<file path="config.mk">
export PLATFORM = sky130hd
export DESIGN_NAME = boot_mode_select_flash_map
export DESIGN_NICKNAME = d
export VERILOG_FILES = /design/src/shared/boot_map_pkg.sv /design/src/core/boot_mode_select_flash_map.sv
export SDC_FILE = /design/constraint.sdc
export NUM_CORES = 1
export LEC_CHECK = 0
export BUFFER_PORTS_ARGS = -buffer_cell sky130_fd_sc_hd__buf_2
export CAP_MARGIN = 20
export CORE_MARGIN = 2
export CORE_UTILIZATION = 45
export DETAILED_ROUTE_END_ITERATION = 7
export PLACE_DENSITY = 0.69
export SETUP_SLACK_MARGIN = 0.2
export SKIP_LAST_GASP = 1
export SYNTH_ARGS = -nofsm -noshare
export SYNTH_HDL_FRONTEND = slang
export SYNTH_SLANG_ARGS = --single-unit
</file>
<file path="constraint.sdc">
create_clock -name clk -period 6.7 [get_ports clk]
set_input_delay 0.67 -clock clk [delete_from_list [all_inputs] [get_ports clk]]
set_output_delay 0.67 -clock clk [all_outputs]
set_load 0.005 [all_outputs]
</file>
<file path="src/shared/boot_map_pkg.sv">
// Purpose: Constants for mode latch and flash block address mapping
// Assumes: 24-bit processor address space, ten flash blocks
// Notes: Pin encoding of modes is a local choice
package boot_map_pkg;
  localparam int ADDR_W = 24;
  localparam int NUM_BLOCKS = 10;
  localparam int BLK_IDX_W = 4;
  localparam int RESET_MIN_CYCLES = 20;
  // Window bases per mode, block order 0..9
  localparam logic [23:0] CHIP_BASE [10] = '{
    24'hF80000, 24'hF90000, 24'hFA0000, 24'hFB0000, 24'hFC0000,
    24'hFD0000, 24'hFE0000, 24'hFEE000, 24'hFFC000, 24'hFFE000};
  localparam logic [23:0] BOOT_BASE [10] = '{
    24'h010000, 24'h020000, 24'h030000, 24'h040000, 24'h050000,
    24'h060000, 24'h070000, 24'h07E000, 24'h08C000, 24'h08E000};
  localparam logic [23:0] BLK_SIZE [10] = '{
    24'h010000, 24'h010000, 24'h010000, 24'h010000, 24'h010000,
    24'h010000, 24'h00E000, 24'h00E000, 24'h002000, 24'h002000};
  // Mode pin code for serial boot: {fa, fb, ma, mb}
  localparam logic [3:0] PINS_SERIAL_BOOT = 4'h5;
  localparam logic [3:0] PINS_SINGLE_CHIP = 4'h3;
  typedef enum logic [1:0] {
    MODE_SINGLE_CHIP,
    MODE_SERIAL_BOOT,
    MODE_INVALID
  } op_mode_t;
endpackage

</file>
<file path="src/core/boot_mode_select_flash_map.sv">
// Purpose: Latch boot mode from pins, map flash blocks, gate rewrite
// Assumes: Pins and requests synchronous to clk; srst held >= 20 cycles
// Notes: Outputs registered; decode result valid one cycle after request
// Notes on behaviour
// - Mode taken from four select pins
// - After reset run in chosen mode
// - Single-chip mode fetches from internal flash
// - Single-chip splits into normal and user rewrite
// - Serial boot starts from internal boot ROM
// - Program/erase only in on-board programming modes
// - Blocks 0-5 at F80000, 64 KB each
// - Blocks 6-7 56 KB, 8-9 8 KB
// - Serial boot remaps blocks contiguously from 010000
// - No flash data returned during program/erase
// - Ten protectable blocks, 32-bit read path
module boot_mode_select_flash_map #(
  parameter int DATA_W = 32
) (
  input wire logic clk,
  input wire logic srst,
  input wire logic mode_sel_pin_a,
  input wire logic mode_sel_pin_b,
  input wire logic factory_sel_pin_a,
  input wire logic factory_sel_pin_b,
  input wire logic user_rewrite_req,
  input wire logic [9:0] protect_set,
  input wire logic [9:0] protect_clr,
  input wire logic rd_req,
  input wire logic [23:0] rd_addr,
  input wire logic [DATA_W-1:0] flash_rdata,
  input wire logic flash_busy,
  input wire logic pgm_req,
  input wire logic [23:0] pgm_addr,
  output logic mode_valid,
  output logic serial_boot,
  output logic fetch_boot_rom,
  output logic user_rewrite,
  output logic onboard_pgm,
  output logic [9:0] block_protect,
  output logic rd_hit,
  output logic [3:0] rd_block,
  output logic [DATA_W-1:0] rd_data,
  output logic rd_blocked,
  output logic pgm_grant,
  output logic pgm_deny
);
  if (DATA_W != 32) begin : g_width_chk
    $error("Flash read path must be 32 bits");
  end

  typedef struct packed {
    logic in_reset;
    boot_map_pkg::op_mode_t mode;
    logic mode_valid;
    logic serial_boot;
    logic fetch_boot_rom;
    logic user_rewrite;
    logic onboard_pgm;
    logic [9:0] block_protect;
    logic rd_hit;
    logic [3:0] rd_block;
    logic [DATA_W-1:0] rd_data;
    logic rd_blocked;
    logic pgm_grant;
    logic pgm_deny;
  } state_t;

  state_t st_reg, st_next;

  // Block lookup for an address in the given mode
  function automatic logic [4:0] lookup(input logic [23:0] a,
                                        input logic boot);
    logic [4:0] r;
    logic [23:0] b;
    r = '0;
    b = '0;
    for (int i = 0; i < boot_map_pkg::NUM_BLOCKS; i++) begin
      b = boot ? boot_map_pkg::BOOT_BASE[i] : boot_map_pkg::CHIP_BASE[i];
      if (a >= b && a - b < boot_map_pkg::BLK_SIZE[i]) begin
        r = {1'b1, 4'(i)};
      end
    end
    return r;
  endfunction

  logic [3:0] pins;
  logic [4:0] rd_lk;
  logic [4:0] pg_lk;
  logic rd_go;
  assign rd_go = rd_req && !flash_busy && !st_reg.in_reset;
  assign pins = {factory_sel_pin_a, factory_sel_pin_b,
                 mode_sel_pin_a, mode_sel_pin_b};
  assign rd_lk = lookup(rd_addr, st_reg.serial_boot);
  assign pg_lk = lookup(pgm_addr, st_reg.serial_boot);

  always_comb begin
    st_next = st_reg;
    st_next.in_reset = 1'b0;
    st_next.rd_hit = 1'b0;
    st_next.rd_blocked = 1'b0;
    st_next.pgm_grant = 1'b0;
    st_next.pgm_deny = 1'b0;
    if (st_reg.in_reset) begin
      // First cycle after release captures pins
      if (pins == boot_map_pkg::PINS_SERIAL_BOOT) begin
        st_next.mode = boot_map_pkg::MODE_SERIAL_BOOT;
      end else if (pins == boot_map_pkg::PINS_SINGLE_CHIP) begin
        st_next.mode = boot_map_pkg::MODE_SINGLE_CHIP;
      end else begin
        st_next.mode = boot_map_pkg::MODE_INVALID;
      end
      st_next.mode_valid = (pins == boot_map_pkg::PINS_SERIAL_BOOT) ||
                           (pins == boot_map_pkg::PINS_SINGLE_CHIP);
      st_next.serial_boot = (pins == boot_map_pkg::PINS_SERIAL_BOOT);
      st_next.fetch_boot_rom = (pins == boot_map_pkg::PINS_SERIAL_BOOT);
      st_next.onboard_pgm = (pins == boot_map_pkg::PINS_SERIAL_BOOT);
    end else begin
      // Software enters user rewrite from normal mode
      if (st_reg.mode == boot_map_pkg::MODE_SINGLE_CHIP && user_rewrite_req) begin
        st_next.user_rewrite = 1'b1;
        st_next.onboard_pgm = 1'b1;
      end
      // Block protect, set wins over clear
      st_next.block_protect = (st_reg.block_protect & ~protect_clr)
                              | protect_set;
      if (rd_req) begin
        if (flash_busy) begin
          st_next.rd_blocked = 1'b1;
          st_next.rd_data = '0;
        end else if (rd_lk[4]) begin
          st_next.rd_hit = 1'b1;
          st_next.rd_block = rd_lk[3:0];
          st_next.rd_data = flash_rdata;
        end
      end
      if (pgm_req) begin
        if (st_reg.onboard_pgm && pg_lk[4] &&
            !st_reg.block_protect[pg_lk[3:0]]) begin
          st_next.pgm_grant = 1'b1;
        end else begin
          st_next.pgm_deny = 1'b1;
        end
      end
    end
  end

  always_ff @(posedge clk) begin
    if (srst) begin
      st_reg <= '0;
      st_reg.in_reset <= 1'b1;
      st_reg.mode <= boot_map_pkg::MODE_INVALID;
    end else begin
      st_reg <= st_next;
    end
  end

  assign mode_valid = st_reg.mode_valid;
  assign serial_boot = st_reg.serial_boot;
  assign fetch_boot_rom = st_reg.fetch_boot_rom;
  assign user_rewrite = st_reg.user_rewrite;
  assign onboard_pgm = st_reg.onboard_pgm;
  assign block_protect = st_reg.block_protect;
  assign rd_hit = st_reg.rd_hit;
  assign rd_block = st_reg.rd_block;
  assign rd_data = st_reg.rd_data;
  assign rd_blocked = st_reg.rd_blocked;
  assign pgm_grant = st_reg.pgm_grant;
  assign pgm_deny = st_reg.pgm_deny;
endmodule

</file>
After elaboration in Yosys (flattened, before gate mapping)
Cells that the tools add are included.
- flip-flop bits (word level): 57
- input bits: 110
- output and inout port bits: 55
- word-level logic and storage cells: 165
- add/sub/neg operators: 20
- $lt $le $gt $ge: 41
- equality and inequality tests: 2
- mux-type cells: 48
- bitwise logic cells: 7
- reduce and logical (&&, ||, !) cells: 34
- operator list (cell ; number):
    $ge 24x24->1 ; 20
    $sub 24x24->24 ; 20
    $lt 24x17->1 const B ; 12
    $mux 24 ; 10
    $mux 5 ; 22
    $lt 24x14->1 const B ; 4
    $lt 24x16->1 const B ; 4
    $mux 58 ; 1
    $mux 50 ; 1
    $mux 38 ; 1
    $mux 37 ; 1
    $mux 32 ; 1
    $logic_and 1x1->1 ; 23
    $and 10x10->10 ; 1
    $not 10->10 ; 1
    $or 10x10->10 ; 1
    $mux 2 ; 4
    $mux 1 ; 6
    $reduce_or 3->1 ; 2
    $lt 4x5->1 const B ; 1
    $bmux 1 s4 ; 1
    $eq 4x2->1 const B ; 1
    $eq 4x3->1 const B ; 1
    $not 1->1 ; 4
    8 further kinds ; 9

Depth between registers and ports, before layout
Gate-level depths: netlist of run 1.
- depth after elaboration: 22
- mapped depth: 17
- mapped depth without buffers: 14

Least setup slack after synthesis of run 1
Ideal clock, no wire load.
- path kind: reg-to-reg
- start: register st_reg[55] (netlist name)
- end: register st_reg (netlist bit rd_data[0])
- library setup time: 0.117 ns
- data arrival time: 3.995 ns
- data required time: 6.583 ns
- path slack: 2.588 ns
- cell stages (with the launch flop): 16
- buffers on the path: 3
- clock period less this slack: 4.112 ns
- cells stage by stage: dfxtp_1 inv_1 ha_1 buf_2 nor2b_1 o21a_1 a211o_1 xor2_1 nor4_1 o31ai_1 o41ai_2 o41ai_1 and3b_1 clkbuf_1 buf_2 a22o_1
- RTL lines (what ; RTL line ; source):
    end signal, assigned ; boot_mode_select_flash_map.sv:153 ; st_reg <= st_next;
    end, declared ; boot_mode_select_flash_map.sv:68 ; state_t st_reg, st_next;

==> flow_metrics.tcl, run 1 <==
set metrics [dict create \
    setup_viol 0 \
    ys_seq_elements 56 \
    critPathSlowestCell "ha_1" \
    combPwrFrac 0.309 \
    p_leak_nw 3.38 \
    antenna_cells 0 \
    seqPwrFrac 0.360 \
    grtUsageTotal 0.258 \
    syn2layout_area_growth_pct 9.67 \
    syn_inst 938 \
    worstSkewPairLatency_ns 0.29 \
    power.internal_mw 0.652 \
    slowest_delay_ns 1.06 \
    final-max-slew-violation-count 0 \
    hpwl_mm 16.4 \
    fin_worst_skew_ns 0.00640 \
    ios 165 \
    cts.sink_count 56 \
    crit_path_end_kind "flop" \
    ant_nets 0 \
    crit_required_ns 6.94 \
    largest_reg_flops 32 \
    final_nets 1148 \
    dieArea_sq_mm 0.0163 \
    swShare 0.316 \
    rr_startpoint "st_reg[55]" \
    synthArstFlopShare 0 \
    root_buffer "clkbuf_16" \
    status "completed" \
    cp_top_family "compound AO/OA/AOI/OAI gates" \
    rows 45 \
    cts_setup_buffers 0 \
    hp-class "reg -> reg" \
    seq_area_sq_mm 0.00112 \
    path_buf_inv 1 \
    p_per_area_mw_per_mm2 126 \
    io_buffers 164 \
    dominantRegCellSynth "dfxtp_1" \
    arrival_ns 4.88 \
    min_to "rd_data[26]" \
    worstPathMaxFanout 31 \
    synth_nets 1086 \
    cts_buffer_depth 2 \
    tightestPinTransition_ns 1.06 \
    worstSetupPathType "reg -> reg" \
    worst_r2r_endpoint "rd_data[10]" \
    holdCritStartpoint "rd_data[26]" \
    max_slew_margin 0.291 \
    power.switching_mw 0.301 \
    fin_crit_ns 4.65 \
    synth.distinct_cells 81 \
    r2r_slack_ns 2.05 \
    netlist_top_cells_area "dfxtp_1 16%, ha_1 6.2%, xnor2_1 5.5%" \
    drive_gt1_frac 0.198 \
    place_area_sq_mm 0.00733 \
    antenna_found_initial 0 \
    cts_tree "built" \
    vias 7412 \
    drtIter0Drc 832 \
    final_area_sq_mm 0.00755 \
    initial_core_util 0.456 \
    grt_max_degree 34 \
    drc 0 \
    worst_setup_path_start_kind "flop" \
    die_w_microns 128 \
    overflow 0 \
    seq_area_frac_synth 0.163 \
    dp_slack_ns 1.37 \
    synth_edf_count 0 \
    hold_ws_ns 0.467 \
    netlist_area_sq_mm 0.00689 \
    fill_cells 1507 \
    max_cap_viol_count 0 \
    synth_area_leader_cell "dfxtp_1" \
    wl_per_cell_microns 18.4 \
    setup_ws_ns 2.05 \
    cts_made_buffers 5 \
    cts_resized 0 \
    fin_crit_sh 0.694 \
    cts_hold_buf 0 \
    yosysTopAreaCellShare 0.163 \
    vias_per_cell 6.23 \
    multi_input_area_sq_mm 0.00498 \
    wl_mm 21.9 \
    holdPathStages 1 \
    layout_commonest_cell "buf_2" \
    htreeDepth 2 \
    irDropWorstVdd_mv 0.105 \
    first_pass_iters 6 \
    syn_avg_cell_area_sq_um 7.34 \
    fmax_mhz 215 \
    finalHoldViolCount 0 \
    grt_pass1_vias 6740 \
    ys_warn_count 0 \
    power.share.clock 0.331 \
    path_clk_slew_ns 0.07 \
    fin_setup_tns_ns 0 \
    fp.coreArea_sq_mm 0.0151 \
    place.gp.congestion 1.01 \
    worstPathCellList "ha_1, a21oi_2, o21ai_0, or3_1, a2111oi_0, a31oi_1, o221ai_1, nand2b_1, o41ai_1, and3b_1, buf_8, a22o_1" \
    die_h_microns 128 \
    ff2ff_path_depth 12 \
    grt_pass1_wl_mm 34.8 \
    final_cell_mix "164 x buf_2, 68 x a21oi_1, 63 x nand2_1" \
    rsz0062_at_grt "false" \
]
-- cell families after synthesis --
family,Yosys count,synth area share
muxes,11,0.0160
AOI/OAI and AO/OA,314,0.313
adders and majority gates,38,0.0734
xor gates and xnor gates,56,0.0712
and+or+nand+nor,310,0.249
DFF,56,0.163
buffers and inverters,153,0.115
-- worst max-delay path by stage --
stage | slack [ns] | endpoint | cells past startpoint | start
after floorplan | 2.59 | rd_data[0] | 15 | st_reg[55]
after global placement | 1.48 | rd_data[14] | 12 | rd_addr[20]
after detailed placement | 1.37 | rd_data[10] | 12 | rd_addr[20]
after CTS | 1.57 | rd_data[10] | 11 | st_reg[55]
after global routing | 1.69 | rd_data[7] | 12 | st_reg[55]
final | 2.05 | rd_data[10] | 12 | st_reg[55]
-- cell type report --
| type | instances | share of cell area |
|---|---|---|
| multi-input cells | 729 | 0.660 |
| flip-flops and latches | 56 | 0.148 |
| well taps | 188 | 0.0311 |
| clock inverters | 1 | 0.00398 |
| inverters | 39 | 0.0194 |
| clock buffers | 7 | 0.0202 |
| repair buffers | 169 | 0.117 |
-- cell usage after synthesis (26+ instances only) --
cell type,n
clkbuf_1,36
nand2_1,63
ha_1,34
buf_4,47
nor2_1,41
o21ai_0,57
inv_1,37
xnor2_1,43
buf_2,26
a22o_1,35
nor3_1,29
dfxtp_1,56
a21oi_1,68
-- power groups by stage --
stage / logic (mW) / registers, mW / clock network, mW
global placement: 0.285 / 0.350 / 0
detailed placement: 0.285 / 0.351 / 0
floorplan: 0.203 / 0.349 / 0
finish: 0.294 / 0.343 / 0.315
global route: 0.321 / 0.343 / 0.333
CTS: 0.287 / 0.343 / 0.318
-- layer usage --
metal	routed length, microns	global-route usage	up-vias
met5	0	0	-
met4	727	0.102	0
met3	1490	0.0334	58
met2	10300	0.421	340
met1	9390	0.347	3467
li1	-	-	3547
-- through the flow --
stage                util  instances  power (mW)
floorplan               -        938       0.552
detailed placement  0.486       1179       0.636
global route        0.500       1189       0.998
CTS                 0.498       1187       0.947
finish              0.500       1189       0.952
global placement    0.486       1179       0.636
-- worst reg2reg max path: stages, from the launching register on --
cell and delay, ns:
dfxtp_1 0.44, ha_1 1.06, a21oi_2 0.33, o21ai_0 0.45
or3_1 0.17, a2111oi_0 0.10, a31oi_1 0.20, o221ai_1 0.18
nand2b_1 0.21, o41ai_1 0.64, and3b_1 0.39, buf_8 0.24
a22o_1 0.17
No activity file was read; power rests on OpenSTA's default activity.
==> inputs of run 2 (changes only) <==
--- a/config.mk
+++ b/config.mk
@@ -10,7 +10,7 @@
 export CORE_MARGIN = 2
 export CORE_UTILIZATION = 45
 export DETAILED_ROUTE_END_ITERATION = 7
-export PLACE_DENSITY = 0.69
+export PLACE_DENSITY = 0.72
 export SETUP_SLACK_MARGIN = 0.2
 export SKIP_LAST_GASP = 1
 export SYNTH_ARGS = -nofsm -noshare
==> constraint.sdc (replaced) <==
create_clock -name clk -period 3.8 [get_ports clk]
set_input_delay 0.38 -clock clk [delete_from_list [all_inputs] [get_ports clk]]
set_output_delay 0.38 -clock clk [all_outputs]
set_load 0.005 [all_outputs]
==> flow_metrics.tcl, run 2 (same netlist as run 1, synthesis figures left out) <==
set metrics [dict create \
    setup_viol 0 \
    worstSkewPairLatency_ns 0.30 \
    overflow 0 \
    wl_per_cell_microns 18.8 \
    rows 45 \
    grt_pass1_vias 7510 \
    max_cap_viol_count 0 \
    grt_pass1_wl_mm 38.2 \
    largest_reg_flops 32 \
    final_cell_mix "164 x buf_2, 125 x buf_4, 63 x nand2_1" \
    ios 165 \
    drc 0 \
    syn2layout_area_growth_pct 32.0 \
    vias_per_cell 6.10 \
    drive_gt1_frac 0.355 \
    worstSetupPathType "reg -> reg" \
    cts_made_buffers 5 \
    worst_setup_path_start_kind "flop" \
    final-max-slew-violation-count 0 \
    io_buffers 164 \
    fin_setup_tns_ns 0 \
    wl_mm 24.9 \
    path_clk_slew_ns 0.08 \
    htreeDepth 2 \
    cts_tree "built" \
    max_slew_margin 0.673 \
    first_pass_iters 5 \
    antenna_found_initial 0 \
    rsz0062_at_grt "true" \
    hold_ws_ns 0.294 \
    status "completed" \
    p_leak_nw 4.11 \
    tightestPinTransition_ns 0.490 \
    fp.coreArea_sq_mm 0.0151 \
    crit_required_ns 3.98 \
    initial_core_util 0.456 \
    worstPathMaxFanout 14 \
    grt_max_degree 33 \
    irDropWorstVdd_mv 0.277 \
    cts_buffer_depth 2 \
    cts.sink_count 56 \
    ant_nets 0 \
    antenna_cells 0 \
    p_per_area_mw_per_mm2 192 \
    final_nets 1281 \
    fin_crit_sh 0.970 \
    grtUsageTotal 0.287 \
    vias 8068 \
    fin_crit_ns 3.69 \
    place.gp.congestion 1.04 \
    hp-class "in -> reg" \
    crit_path_end_kind "flop" \
    layout_commonest_cell "buf_2" \
    hpwl_mm 19.0 \
    dieArea_sq_mm 0.0163 \
    root_buffer "clkbuf_16" \
    fmax_mhz 271 \
    die_w_microns 128 \
    die_h_microns 128 \
    drtIter0Drc 913 \
    postLayoutCoreUtil 0.602 \
    arrival_ns 3.87 \
    fin_worst_skew_ns 0.0115 \
    finalHoldViolCount 0 \
]
==> run 2: changes by cell type in the layout (fill, tap and decap cells not counted), sizes merged <==
| cell | before | now |
|---|---|---|
| buf | 169 | 299 |
| bufbuf | 0 | 1 |
| bufinv | 1 | 0 |
| clkbuf | 7 | 8 |
| clkinv | 1 | 2 |
| clkinvlp | 0 | 1 |
==> run 2: through the flow <==
step | std cells | worst slack [ns] | area [sq um] | total power [mW]
3_5_place_dp | 1283 | -0.0556 | 8170 | 1.20
2_1_floorplan | 938 | 0.204 | 6900 | 0.973
5_1_grt | 1322 | -0.0335 | 9090 | 1.82
3_3_place_gp | 1283 | 0.0282 | 8170 | 1.20
6_report | 1322 | 0.114 | 9090 | 1.74
4_1_cts | 1301 | 0.205 | 8530 | 1.68
==> run 2: cell type report <==
type	instances	area [sq um]
Timing Repair Buffer	302	1990
Multi-Input combinational cell	729	5440
Inverter	39	150
Tap cell	188	235
Clock inverter	2	15.0
Sequential cell	56	1120
Clock buffer	6	129
Fill cell	1414	6000
==> run 2: what timing repair did <==
action	4_1_cts	5_1_grt
pin swaps	4	33
setup endpoints to repair	39	39
gates resized for setup	24	82
hold buffers	0	0
hold endpoints to repair	0	0
setup buffers	9	18
gates cloned	1	3
==> run 2: metal layers <==
| metal | share of wire | vias up | global-route usage |
|---|---|---|---|
| met5 | 0 | - | 0 |
| met4 | 0.049 | 0 | 0.144 |
| met3 | 0.059 | 90 | 0.0330 |
| met2 | 0.47 | 363 | 0.481 |
| met1 | 0.42 | 3786 | 0.365 |
| li1 | - | 3829 | - |
==> run 2: where the power goes <==
group	leakage [nW]	switching, mW	total, mW	internal (mW)
clock	0.0714	0.221	0.468	0.247
combinational	3.59	0.368	0.670	0.302
sequential	0.455	0.00907	0.604	0.595
total	4.11	0.599	1.74	1.14
==> run 2: worst paths after layout <==
path / from / to / slack, ns / cells after the start
worst max-delay path: st_reg[55] / rd_data[11] / 0.11 / 15
worst min register to register: rd_data[22] / rd_data[22] / 0.47 / 1
worst min-delay path: flash_rdata[26] / rd_data[26] / 0.29 / 2
worst max register to register: st_reg[55] / rd_data[11] / 0.11 / 15
==> run 2: worst max-delay path, cell delays in order (launching register included) <==
cell	delay (ns)
dfxtp_4	0.42
clkinvlp_4	0.24
ha_4	0.31
buf_12	0.14
nor4bb_4	0.15
buf_4	0.13
a211o_1	0.31
xor2_1	0.16
nor4_2	0.34
o31ai_2	0.15
o41ai_2	0.21
buf_4	0.19
o41ai_4	0.10
and3b_2	0.34
clkbuf_16	0.20
a22o_1	0.17
==> inputs of run 3 (changes only) <==
--- a/config.mk
+++ b/config.mk
@@ -11,6 +11,7 @@
 export CORE_UTILIZATION = 45
 export DETAILED_ROUTE_END_ITERATION = 7
 export PLACE_DENSITY = 0.72
+export REMOVE_ABC_BUFFERS = 1
 export SETUP_SLACK_MARGIN = 0.2
 export SKIP_LAST_GASP = 1
 export SYNTH_ARGS = -nofsm -noshare
==> constraint.sdc (replaced) <==
create_clock -name clk -period 3.8 [get_ports clk]
set_input_delay 0.38 -clock clk [delete_from_list [all_inputs] [get_ports clk]]
set_output_delay 0.38 -clock clk [all_outputs]
set_load 0.1 [all_outputs]
==> flow_metrics.tcl, run 3 (same netlist as run 1, synthesis figures left out) <==
set metrics [dict create \
    dp_slack_ns -0.0843 \
    rr_startpoint "st_reg[55]" \
    overflow 0 \
    max_cap_viol_count 0 \
    crit_path_end_kind "flop" \
    worstPathCellList "buf_12, ha_4, buf_12, and3_1, buf_4, nand2_1, o21ai_0, xnor2_1, nor3_2, a22oi_1, nand2_1, o41ai_4, buf_4, nor3_4, buf_6, clkbuf_16, a22o_1" \
    initial_core_util 0.456 \
    antenna_cells 0 \
    dp.cells 1282 \
    hold_ws_ns 0.295 \
    hp-class "in -> reg" \
    vias 8259 \
    worst_setup_path_start_kind "flop" \
    crit_required_ns 3.99 \
    drtIter0Drc 921 \
    arrival_ns 3.87 \
    rows 45 \
    final_nets 1285 \
    drive_gt1_frac 0.365 \
    irDropWorstVdd_mv 0.234 \
    status "completed" \
    worstSkewPairLatency_ns 0.29 \
    fill_cells 1329 \
    fp.coreArea_sq_mm 0.0151 \
    io_buffers 164 \
    worstPathMaxFanout 11 \
    rsz0062_at_grt "true" \
    final-max-slew-violation-count 0 \
    final_cell_mix "164 x buf_2, 123 x buf_4, 60 x nand2_1" \
    tightestPinTransition_ns 0.534 \
    slowest_delay_ns 0.39 \
    worst_r2r_endpoint "rd_data[3]" \
    root_buffer "clkbuf_16" \
    worstSetupPathType "reg -> reg" \
    wl_mm 25.7 \
    ff2ff_path_depth 17 \
    antenna_found_initial 1 \
    min_to "rd_data[22]" \
    fin_worst_skew_ns 0.00492 \
    fin_crit_ns 3.68 \
    ant_nets 0 \
    cts_buffer_depth 2 \
    grt_max_degree 34 \
    grt_pass1_wl_mm 38.1 \
    holdCritStartpoint "flash_rdata[22]" \
    postLayoutCoreUtil 0.616 \
    drc 0 \
    vias_per_cell 6.23 \
    r2r_slack_ns 0.12 \
    dieArea_sq_mm 0.0163 \
    max_slew_margin 0.640 \
    fmax_mhz 272 \
    hpwl_mm 18.8 \
    cts.sink_count 56 \
    htreeDepth 2 \
    ios 165 \
    seq_area_sq_mm 0.00112 \
    setup_viol 0 \
    grtUsageTotal 0.287 \
    die_h_microns 128 \
    die_w_microns 128 \
    cts_tree "built" \
    path_buf_inv 6 \
    cp_top_family "compound AO/OA/AOI/OAI gates" \
    cts_hold_buf 0 \
    place_area_sq_mm 0.00818 \
    critPathSlowestCell "dfxtp_4" \
    first_pass_iters 6 \
    setup_ws_ns 0.119 \
    p_per_area_mw_per_mm2 195 \
    layout_commonest_cell "buf_2" \
    grt_pass1_vias 7546 \
    layout.cells.non_filler 1326 \
    place.gp.congestion 1.01 \
    holdPathStages 2 \
    multi_input_area_sq_mm 0.00554 \
    path_clk_slew_ns 0.08 \
    wl_per_cell_microns 19.4 \
    final_area_sq_mm 0.00930 \
    largest_reg_flops 32 \
    fin_crit_sh 0.969 \
    p_leak_nw 4.17 \
    syn2layout_area_growth_pct 35.1 \
    cts_made_buffers 5 \
    finalHoldViolCount 0 \
]
## run 3: cell types whose count changed in the layout (fill, tap and decap cells not counted), sizes merged
cell / before / now
clkinv: 2 / 1
clkbuf: 8 / 9
inv: 38 / 40
buf: 299 / 302
bufbuf: 1 / 0
## run 3: final cells by class
cell class / instances / share of cell area
Multi-Input combinational cell: 729 / 0.596
Inverter: 39 / 0.0165
Tap cell: 188 / 0.0253
Sequential cell: 56 / 0.121
Clock inverter: 3 / 0.00296
Timing Repair Buffer: 306 / 0.225
Clock buffer: 5 / 0.0135
## run 3: worst register-to-register path, cell delays in order, from the launching register on
cell and delay (ns):
dfxtp_4 0.39, buf_12 0.16, ha_4 0.33, buf_12 0.14, and3_1 0.21, buf_4 0.15, nand2_1 0.10, o21ai_0 0.33
xnor2_1 0.20, nor3_2 0.10, a22oi_1 0.22, nand2_1 0.16, o41ai_4 0.34, buf_4 0.18, nor3_4 0.04, buf_6 0.14
clkbuf_16 0.15, a22o_1 0.22
## run 3: stage by stage
step / setup TNS [ns] / power (mW)
floorplan: -93.10 / 0.995
CTS: 0 / 1.74
global placement: -0.0235 / 1.26
finish: 0 / 1.81
global route: 0 / 1.89
detailed placement: -2.29 / 1.26
## run 3: worst max-delay path by stage
stage | from | endpoint | slack, ns | cells after the start
6_report | st_reg[55] | rd_data[3] | 0.12 | 17
5_1_grt | st_reg[55] | rd_data[19] | 0.01 | 17
4_1_cts | st_reg[55] | pgm_grant | 0.19 | 14
3_5_place_dp | rd_addr[16] | rd_data[12] | -0.08 | 16
3_3_place_gp | st_reg[55] | pgm_grant | -0.02 | 14
2_1_floorplan | st_reg[55] | rd_data[0] | -2.50 | 12
## run 3: layer usage
layer	vias up	GRT usage	wire length, microns
met4	2	0.102	980
li1	3835	-	-
met3	95	0.0551	2400
met2	452	0.467	11800
met5	-	0	13
met1	3875	0.379	10500
## run 3: what timing repair did
action                                  4_1_cts  5_1_grt
gates resized for setup                      43       86
pin swaps                                    12       55
cloned                                        1        6
endpoints found under the setup margin       39       38
buffers inserted                              7       22
## run 3: where the power goes
part           total, mW  switching [mW]  internal, mW
clock network      0.467           0.217         0.250
registers          0.603         0.00825         0.595
logic              0.739           0.437         0.302
